[src/fault_gate_pkg.sv]
package fault_gate_pkg;

    // Register word offsets on the plain register port (byte addresses)
    localparam logic [7:0] OFS_FAULT_REACTION = 8'h00;
    localparam logic [7:0] OFS_GATE_CTRL      = 8'h04;
    localparam logic [7:0] OFS_FAULT_STATUS   = 8'h08;

    // Fault reaction field
    localparam int         REACT_LSB    = 0;
    localparam int         REACT_WIDTH  = 2;
    localparam logic [1:0] REACT_RESET  = 2'h0;
    localparam int         REACT_ERR_BIT = 0;
    localparam int         REACT_IRQ_BIT = 1;

    // Gate register layout
    localparam int MAX_FILTERS    = 4;
    localparam int GATE_REQ_LSB   = 0;
    localparam int GATE_STAT_LSB  = 16;
    localparam int FAULT_FLAG_BIT = 0;

    // Every implemented gate comes out of reset open
    localparam logic [MAX_FILTERS-1:0] GATE_REQ_RESET = 4'hf;

    // Outstanding transaction counter per filter unit
    localparam int OUTST_WIDTH = 8;

    // Bus response encodings
    localparam logic [1:0] RESP_OKAY   = 2'h0;
    localparam logic [1:0] RESP_DECERR = 2'h3;

    // One-hot gate states
    typedef enum logic [2:0] {
        GATE_OPEN  = 3'h1,
        GATE_DRAIN = 3'h2,
        GATE_SHUT  = 3'h4
    } gate_state_t;

    // Fault events reported by the region checker, one-cycle pulses
    typedef struct packed {
        logic wrRespValid;
        logic wrPermFail;
        logic rdRespValid;
        logic rdPermFail;
        logic overlapErr;
    } fault_evt_t;

    // Responses returned upstream
    typedef struct packed {
        logic       wrValid;
        logic [1:0] wrResp;
        logic       rdValid;
        logic [1:0] rdResp;
    } resp_out_t;

    // Register port request
    typedef struct packed {
        logic [7:0]  addr;
        logic [31:0] wdata;
        logic        wr;
        logic        rd;
    } reg_req_t;

endpackage : fault_gate_pkg

[src/fault_reaction_and_gate_ctrl.sv]
`timescale 1ns/1ps
// Summary of operation
// - Selector 00: interrupt low, OKAY response
// - Selector 01: interrupt low, DECERR response
// - Selector 10: interrupt high, OKAY response
// - Selector 11: interrupt high, DECERR response
// - Overlap errors never alter bus responses
// - Overlap region>=1: interrupt follows selector high bit
// - Gate fields N bits; rest reserved zero
// - Filter count parameter limited one to four
// - Upper sixteen gate bits read-only
// - Filter k status at bit 16+k
// - Status one means gate open
// - Status zero means gate closed
// - Status stays one until outstanding drained
// - Request one opens, zero closes
// - Request bit k controls filter k
// - Clear needs refusal and no outstanding accesses
module fault_reaction_and_gate_ctrl #(
    parameter int NUM_FILTERS = 4
) (
    input  wire logic                     clk_sys,
    input  wire logic                     rst_b,
    input  wire fault_gate_pkg::reg_req_t regReq,
    output logic [31:0]                   regRdata,
    input  wire fault_gate_pkg::fault_evt_t faultEvt,
    output fault_gate_pkg::resp_out_t     respOut,
    output logic                          security_fault_irq,
    input  wire logic [NUM_FILTERS-1:0]   cmdAccepted,
    input  wire logic [NUM_FILTERS-1:0]   txnCompleted,
    output logic [NUM_FILTERS-1:0]        gateAdmit
);
    import fault_gate_pkg::*;

    // Out-of-range counts stop elaboration instead of silently wrapping
    if (NUM_FILTERS < 1 || NUM_FILTERS > MAX_FILTERS) begin : g_bad_count
        $error("filter count must lie between one and four");
    end

    logic [1:0]             reactValue_ff;
    logic [NUM_FILTERS-1:0] openRequest_ff;
    logic [NUM_FILTERS-1:0] openStatus;
    logic                   faultFlag_ff;
    logic [31:0]            rdMux;
    logic [31:0]            regRdata_ff;
    resp_out_t              respOut_ff;
    resp_out_t              nxt_respOut;
    logic                   irqEvent;
    logic                   wrFaultReg;
    logic                   wrGateReg;
    logic                   wrStatusReg;

    logic                   wrFail;
    logic                   rdFail;
    logic                   irqClear;
    logic                   permIrq;
    logic                   overlapIrq;

    logic [31:0]            reactWord;
    logic [31:0]            gateWord;
    logic [31:0]            statusWord;

    assign wrFaultReg  = regReq.wr && (regReq.addr == OFS_FAULT_REACTION);
    assign wrGateReg   = regReq.wr && (regReq.addr == OFS_GATE_CTRL);
    assign wrStatusReg = regReq.wr && (regReq.addr == OFS_FAULT_STATUS);

    // Permission failures only count alongside their response strobe
    assign wrFail   = faultEvt.wrRespValid && faultEvt.wrPermFail;
    assign rdFail   = faultEvt.rdRespValid && faultEvt.rdPermFail;

    // Writing one clears the flag; writing zero leaves it alone
    assign irqClear = wrStatusReg && regReq.wdata[FAULT_FLAG_BIT];

    // Fault reaction selector
    always_ff @(posedge clk_sys) begin
        if (!rst_b) begin
            reactValue_ff <= REACT_RESET;
        end else if (wrFaultReg) begin
            reactValue_ff <= regReq.wdata[REACT_LSB +: REACT_WIDTH];
        end
    end

    // Only the low N request bits are stored; reserved and status bits drop
    always_ff @(posedge clk_sys) begin
        if (!rst_b) begin
            openRequest_ff <= GATE_REQ_RESET[NUM_FILTERS-1:0];
        end else if (wrGateReg) begin
            openRequest_ff <= regReq.wdata[GATE_REQ_LSB +: NUM_FILTERS];
        end
    end

    // Bus responses: only permission failures pick DECERR, overlaps never
    always_comb begin
        nxt_respOut         = '0;
        nxt_respOut.wrValid = faultEvt.wrRespValid;
        nxt_respOut.rdValid = faultEvt.rdRespValid;
        if (wrFail) begin
            nxt_respOut.wrResp = reactValue_ff[REACT_ERR_BIT] ? RESP_DECERR
                                                               : RESP_OKAY;
        end else begin
            nxt_respOut.wrResp = RESP_OKAY;
        end
        if (rdFail) begin
            nxt_respOut.rdResp = reactValue_ff[REACT_ERR_BIT] ? RESP_DECERR
                                                               : RESP_OKAY;
        end else begin
            nxt_respOut.rdResp = RESP_OKAY;
        end
    end

    always_ff @(posedge clk_sys) begin
        if (!rst_b) begin
            respOut_ff <= '0;
        end else begin
            respOut_ff <= nxt_respOut;
        end
    end

    assign respOut = respOut_ff;

    // Interrupt raising events: permission failures and overlaps alike
    assign permIrq    = reactValue_ff[REACT_IRQ_BIT] && (wrFail || rdFail);
    assign overlapIrq = reactValue_ff[REACT_IRQ_BIT] && faultEvt.overlapErr;
    assign irqEvent   = permIrq || overlapIrq;

    // Level held until software writes one to clear; a new event wins the clear
    always_ff @(posedge clk_sys) begin
        if (!rst_b) begin
            faultFlag_ff <= 1'b0;
        end else if (irqEvent) begin
            faultFlag_ff <= 1'b1;
        end else if (irqClear) begin
            faultFlag_ff <= 1'b0;
        end
    end

    // Selector 00 and 01 never set the flag, so the line stays low
    assign security_fault_irq = faultFlag_ff;

    // Per filter unit gate keeper
    for (genvar k = 0; k < NUM_FILTERS; k++) begin : g_gate
        gate_state_t            state_ff;
        gate_state_t            nxt_state;
        logic [OUTST_WIDTH-1:0] outst_ff;
        logic                   admitted;
        logic                   drained;
        logic                   admitNow;
        logic                   statusNow;

        // A refused command never reaches the filter, so it is not counted
        assign admitted = cmdAccepted[k] && gateAdmit[k];

        // Empty now, or emptied by the completion on this very edge
        assign drained = (outst_ff == '0) ||
                         (outst_ff == OUTST_WIDTH'(1) && txnCompleted[k]);

        // Counter saturates; masters are trusted not to exceed its range
        always_ff @(posedge clk_sys) begin
            if (!rst_b) begin
                outst_ff <= '0;
            end else if (admitted && !txnCompleted[k] && outst_ff != '1) begin
                outst_ff <= outst_ff + OUTST_WIDTH'(1);
            end else if (!admitted && txnCompleted[k] && outst_ff != '0) begin
                outst_ff <= outst_ff - OUTST_WIDTH'(1);
            end
        end

        always_comb begin
            nxt_state = state_ff;
            case (state_ff)
                GATE_OPEN: begin
                    if (!openRequest_ff[k]) begin
                        nxt_state = GATE_DRAIN;
                    end else begin
                        nxt_state = GATE_OPEN;
                    end
                end
                GATE_DRAIN: begin
                    if (openRequest_ff[k]) begin
                        nxt_state = GATE_OPEN;
                    end else if (drained) begin
                        nxt_state = GATE_SHUT;
                    end else begin
                        nxt_state = GATE_DRAIN;
                    end
                end
                GATE_SHUT: begin
                    if (openRequest_ff[k]) begin
                        nxt_state = GATE_OPEN;
                    end else begin
                        nxt_state = GATE_SHUT;
                    end
                end
                default: begin
                    nxt_state = GATE_SHUT;
                end
            endcase
        end

        always_ff @(posedge clk_sys) begin
            if (!rst_b) begin
                state_ff <= GATE_OPEN;
            end else begin
                state_ff <= nxt_state;
            end
        end

        // Admission stops as soon as closing starts; stalled masters may
        // deadlock the bus, which is the price of a clean drain
        // Status stays open while draining, drops only once fully shut
        always_comb begin
            admitNow  = 1'b0;
            statusNow = 1'b0;
            case (state_ff)
                GATE_OPEN: begin
                    admitNow  = 1'b1;
                    statusNow = 1'b1;
                end
                GATE_DRAIN: begin
                    admitNow  = 1'b0;
                    statusNow = 1'b1;
                end
                GATE_SHUT: begin
                    admitNow  = 1'b0;
                    statusNow = 1'b0;
                end
                default: begin
                    admitNow  = 1'b0;
                    statusNow = 1'b0;
                end
            endcase
        end

        assign gateAdmit[k]  = admitNow;
        assign openStatus[k] = statusNow;
    end

    // Register images; reserved and absent filter bits read zero
    always_comb begin
        reactWord                           = '0;
        reactWord[REACT_LSB +: REACT_WIDTH] = reactValue_ff;
    end

    always_comb begin
        gateWord                               = '0;
        gateWord[GATE_REQ_LSB +: NUM_FILTERS]  = openRequest_ff;
        gateWord[GATE_STAT_LSB +: NUM_FILTERS] = openStatus;
    end

    always_comb begin
        statusWord                 = '0;
        statusWord[FAULT_FLAG_BIT] = faultFlag_ff;
    end

    // Read data, one cycle after the strobe; unmapped reads zero
    always_comb begin
        rdMux = '0;
        case (regReq.addr)
            OFS_FAULT_REACTION: begin
                rdMux = reactWord;
            end
            OFS_GATE_CTRL: begin
                rdMux = gateWord;
            end
            OFS_FAULT_STATUS: begin
                rdMux = statusWord;
            end
            default: begin
                rdMux = '0;
            end
        endcase
    end

    always_ff @(posedge clk_sys) begin
        if (!rst_b) begin
            regRdata_ff <= '0;
        end else if (regReq.rd) begin
            regRdata_ff <= rdMux;
        end else begin
            regRdata_ff <= '0;
        end
    end

    assign regRdata = regRdata_ff;

endmodule : fault_reaction_and_gate_ctrl

[config.mk]
export PLATFORM = sky130hd
export DESIGN_NAME = fault_reaction_and_gate_ctrl
export DESIGN_NICKNAME = d
export VERILOG_FILES = /design/src/fault_gate_pkg.sv /design/src/fault_reaction_and_gate_ctrl.sv
export SDC_FILE = /design/constraint.sdc
export NUM_CORES = 1
export LEC_CHECK = 0
export ABC_AREA = 1
export BUFFER_PORTS_ARGS = -buffer_cell sky130_fd_sc_hd__buf_2
export CAP_MARGIN = 15
export CORE_UTILIZATION = 35
export CTS_CLUSTER_DIAMETER = 150
export CTS_CLUSTER_SIZE = 24
export DETAILED_ROUTE_END_ITERATION = 6
export PLACE_DENSITY = 0.53
export SLEW_MARGIN = 40
export SYNTH_ARGS = -nofsm -noshare
export SYNTH_HDL_FRONTEND = slang
export SYNTH_SLANG_ARGS = --single-unit
[constraint.sdc]
create_clock -name clk_sys -period 1.5 [get_ports clk_sys]
set_input_delay 0.15 -clock clk_sys [delete_from_list [all_inputs] [get_ports clk_sys]]
set_output_delay 0.15 -clock clk_sys [all_outputs]
set_load 0.01 [all_outputs]
Word level (Yosys, flattened, before mapping)
Cells that the tools add are included.
{ "totals": {"ff_bits": 89, "input_bits": 57, "out_inout_bits": 43, "elab_cells": 153} }
{ "classes": {"addsub": 8, "eq_ne": 22, "muxes": 40, "reduce_logical": 67} }
{ "ops": {"columns": ["operator", "count"], "rows": [
  ["$mux 8", 8],
  ["$pmux 20 s3", 1],
  ["$logic_not 8->1", 5],
  ["$mux 3", 12],
  ["$pmux 3 s3", 4],
  ["$add 8x1->8 const B", 4],
  ["$eq 8x1->1 const B", 4],
  ["$logic_and 1x1->1", 32],
  ["$ne 8x8->1 const B", 4],
  ["$reduce_bool 8->1", 4],
  ["$sub 8x1->8 const B", 4],
  ["$eq 3x1->1 const B", 4],
  ["$eq 3x2->1 const B", 4],
  ["$eq 3x3->1 const B", 4],
  ["$mux 1", 10],
  ["$mux 2", 5],
  ["$reduce_bool 2->1", 5],
  ["$eq 8x3->1 const B", 1],
  ["$eq 8x4->1 const B", 1],
  ["$logic_not 1->1", 8],
  ["$reduce_or 2->1", 4],
  ["$logic_or 1x1->1", 6],
  ["$reduce_and 2->1", 3]
]} }

Logic depth before layout (Yosys ltp)
{ "depth": {"ltp_word": 8, "depth_mapped": 10, "ltp_nobuf": 10} }

Least setup slack after synthesis
OpenSTA, ideal clock, no wires.
{ "synth_path": {"kind": "register -> register", "start": "register g_gate[3].outst_ff[0]", "end": "register g_gate[3].outst_ff[5]", "setup_ps": 115, "arrival_time_ps": 1245, "t_required_ps": 1385, "path_slack_ps": 140, "path_stages_with_launch": 10, "n_path_buf": 0, "synth_period_minus_slack_ps": 1360, "path_cell_list": "dfxtp_1 -> ha_1 -> nand2_2 -> nor2_4 -> nand2_2 -> inv_2 -> nor2_2 -> nand2_1 -> a21oi_1 -> nor2_1"} }
{ "synth_via": {"elab_chain_cells": 3, "elab_cells_between_ends": 9, "cone_classes": "add/sub: 2; eq/ne: 1; mux: 2; reduce/logical: 4"} }
{ "synth_rtl": {"columns": ["element", "line", "source"], "rows": [
  ["from (decl)", "fault_reaction_and_gate_ctrl.sv:144", "logic [OUTST_WIDTH-1:0] outst_ff;"],
  ["from (signal assigned)", "fault_reaction_and_gate_ctrl.sv:162", "outst_ff <= outst_ff + OUTST_WIDTH'(1);"],
  ["from (signal assigned)", "fault_reaction_and_gate_ctrl.sv:164", "outst_ff <= outst_ff - OUTST_WIDTH'(1);"],
  ["$sub 8x1->8, or another cell as far along", "fault_reaction_and_gate_ctrl.sv:164", null],
  ["$mux 8, or another cell as far along", "fault_reaction_and_gate_ctrl.sv:163", "end else if (!admitted && txnCompleted[k] && outst_ff != '0) begin"],
  ["$mux 8 or $reduce_bool 2->1 (tied branches)", null, null]
]} }
Several ways; a longest one is shown, not always the timed one. The select of a mux whose other input is x is not followed.
A chain may end at the register's enable or synchronous reset.

Final worst setup path
Ends and elaborated chain as after synthesis.

==> impl_results.md <==
- Fin. Hold Viols: 0
- Sw frac: 0.371
- Initial antenna violation count: 0
- Post-route antenna net violation count: 0
- Final Wtd Congestion: 0.874
- Worst path cell trace: ha_1 > nand2_2 > nor2_4 > nand2_4 > inv_2 > nor2_4 > nand2_2 > a21oi_1 > nor2_1
- IO Port Bufs: 47
- Crit path launch: g_gate[3].outst_ff[0]
- Sink Count: 63
- Syn Area/Cell: between 6 and 7 µm²
- Clock power share: 0.347
- Delay of the slowest critical-path stage: between 300 and 400 ps
- Clock Tree Buf Depth: 2
- Clock slew seen by the registers of the worst setup and hold paths: around 60 ps
- DRC Markers: 0
- Worst EP arrival: between 1500 and 2000 ps
- Crit-path slowest cell: dfxtp_4
- Switching power: 2.49 mW
- Die Wd: ~110 µm
- Final setup fails: 0
- CP Buf/Inv Count: 1
- GRT Residual Overflow: 0
- Met2 wire length: ~4800 µm
- Reg-to-reg critical path endpoint: g_gate[3].outst_ff[5]
- CP Data Required Time: 1730 ps
- Net count, final: around 800
- Library cells used by synthesis: 33
- Internal power: ~4.2 mW
- Area Overhead vs Synth: 21.7%
- Post-synth top area cell: dfxtp_1
- Period utilisation layout: 0.937
- Max_cap viols: 0
- Detailed placement HPWL: between 7000 and 8000 µm
- Syn Inst Count: a little under 700
- Lkg Pwr: roughly 2.7 nW
- Diodes inserted: 0
- Initial Utilization: 0.366
- Layout cells sized above 1: 0.246
- Total Wirelength: approximately 10,000 µm
- I/O pin total: 100
- Power per cell area: around 1300 nW/µm²
- Die area: between 10,000 and 15,000 µm²
- Worst hold start: faultEvt[1]
- Seq pwr share: 0.312
- VDD IR max: between 0.4 and 0.5 mV
- Vias in the first global route: ~3,800
- Reg2reg start: g_gate[3].outst_ff[0]
- Worst Hold Depth: 3
- Commonest non-fill, non-tap cell in the layout: nand2_1
- Highest Clock Rate: 0.712 GHz
- Core Area: 11,700 µm²
- Most frequent cells in the layout: nand2_1 (152), nor2_1 (83), inv_1 (79)
- M1 WL: approximately 4800 µm
- Maximum number of pins on one net before global-route repair: 23
- Area contributors post-synth: dfxtp_1 (30%), nand2_1 (14%), nand3_1 (9.0%)
- Reg2reg setup slack: 90 ps
- Row cnt: 39
- Wire per inst: roughly 11 µm
- Slew Limit Fails: 0
- Tightest Hold Check Type: in -> reg
- Post-Layout Cell Count: 891
- Post-synthesis sequential area ratio: 0.295
- Hold Path End: respOut[0]
- Fillers: ~1,300
- First-pass GRT wire length: about 17,000 µm
- Vias per inst: roughly 4.8
- Worst Setup Path Type: reg -> reg
- Initial DRC Count: approximately 230
- Top layer in use: met4
- Critical path capture point type: register
- CTS Buf Count: 9
- Post-CTS Setup Bufs: 0
- CP delay by family, top: simple AND/OR/NAND/NOR gates
- Pre-antenna DRT Iters: 5
- Startpoint class of the critical path: register
- Final setup TNS: 0 ps
- Share of the synthesized area in the top cell type: 0.295
- Worst r2r path cells: 9
- TritonCTS clock tree: built
- Worst skew pair latency: roughly 340 ps
- Min cycle time layout: 1410 ps
- WL met3: approximately 330 µm
- Status: complete, no violations
- Placed Instances: a little under 900
- Final Util: 0.446
- Height of the die: roughly 110 µm
- Synth Warn #: 0
- Post-Syn Area: 4270 µm²
- Gr usage total: 0.165
- # H-tree levels: 3
- Root Buffer: clkbuf_16
- Routed vias: 4,253
- Crit-path max FO: 5
- Gate power share: 0.342
- Clk_skew: 3.66 ps
- Seq cells post-synth: between 60 and 70
power by group through the flow:
| stage | clock (mW) | combinational (mW) | sequential, mW |
|---|---|---|---|
| detailed placement | 0 | 2.16 | 2.09 |
| global route | 2.46 | 2.62 | 2.12 |
| global placement | 0 | 2.13 | 2.09 |
| finish | 2.32 | 2.29 | 2.09 |
| floorplan | 0 | 1.71 | 2.05 |
| CTS | 2.40 | 2.18 | 2.06 |
through the flow:
stage	instance area, µm²	power, mW	worst slack (ps)	hold WS (ps)
final	5200	6.69	94.8	50.6
after global routing	5200	7.20	-18.7	39.8
after CTS	5040	6.64	2.83	35.7
after detailed placement	4670	4.25	-56.9	345
after global placement	4670	4.22	-29.3	344
after floorplan	4360	3.77	140	243
cell type report:
type	instances	area (µm²)	share of cell area
clock inverter	7	104	0.0200
clock buffer	9	225	0.0433
sequential	63	1280	0.246
inverter	100	385	0.0741
timing repair buffer	71	428	0.0823
tap	143	179	0.0344
multi-input combinational	498	2600	0.500
sequential cells by signal, summed over array words and instances (netlist names):
register / count
regRdata: 8
openRequest_ff: 4
security_fault_irq: 1
reactValue_ff: 2
g_gate.state_ff: 12
g_gate.outst_ff: 32
respOut: 4
cell families (layout without fill, tap and decap cells):
group                    count (synthesis)  in the layout  synth area share
AO/OA/AOI/OAI                           50             50            0.0615
adder cells (fa/ha/maj)                 16             16            0.0469
flip-flops                              63             63             0.295
AND/OR/NAND/NOR                        406            406             0.439
XOR/XNOR                                 2              2           0.00410
buffers and inverters                  138            187             0.152
other                                    1             24          0.000878
synthesized netlist by cell type, drive strengths merged:
library cell and number:
nand2 175, nor3 9, ha 16, nand3b 5, a21oi 38, nor4 3, clkbuf 1, nand3 85
o21ai 10, o211ai 1, clkinv 2, dfxtp 63, o31ai 1, nand4 23, inv 98, conb 1
xor2 2, buf 37, nor2 106
metal layers:
layer	track usage	vias up
met5	0	-
met2	0.272	63
li1	-	2239
met1	0.211	1942
met4	0.0498	0
met3	0.0443	9
worst max path at each step:
stage	end	cells past startpoint
5_1_grt	g_gate[3].outst_ff[1]	10
6_report	g_gate[3].outst_ff[5]	9
3_3_place_gp	g_gate[0].outst_ff[2]	9
3_5_place_dp	g_gate[0].outst_ff[2]	9
4_1_cts	g_gate[1].outst_ff[1]	10
2_1_floorplan	g_gate[3].outst_ff[5]	9
repair_timing:
item	in CTS	in global routing
endpoints found under the setup margin	15	33
gates cloned	0	0
hold buffers	2	0
resized for setup	5	58
hold endpoints to repair	2	0
pin swaps	0	18
worst reg2reg max path, delay by kind of cell, from the launching register on:
family | cells | cell delay [ps]
flip-flops | 1 | 360
buffers and inverters | 1 | 50
adder cells (fa/ha/maj) | 1 | 230
AND/OR/NAND/NOR | 6 | 500
AO/OA/AOI/OAI | 1 | 150
No activity file was read; power rests on OpenSTA's default activity.
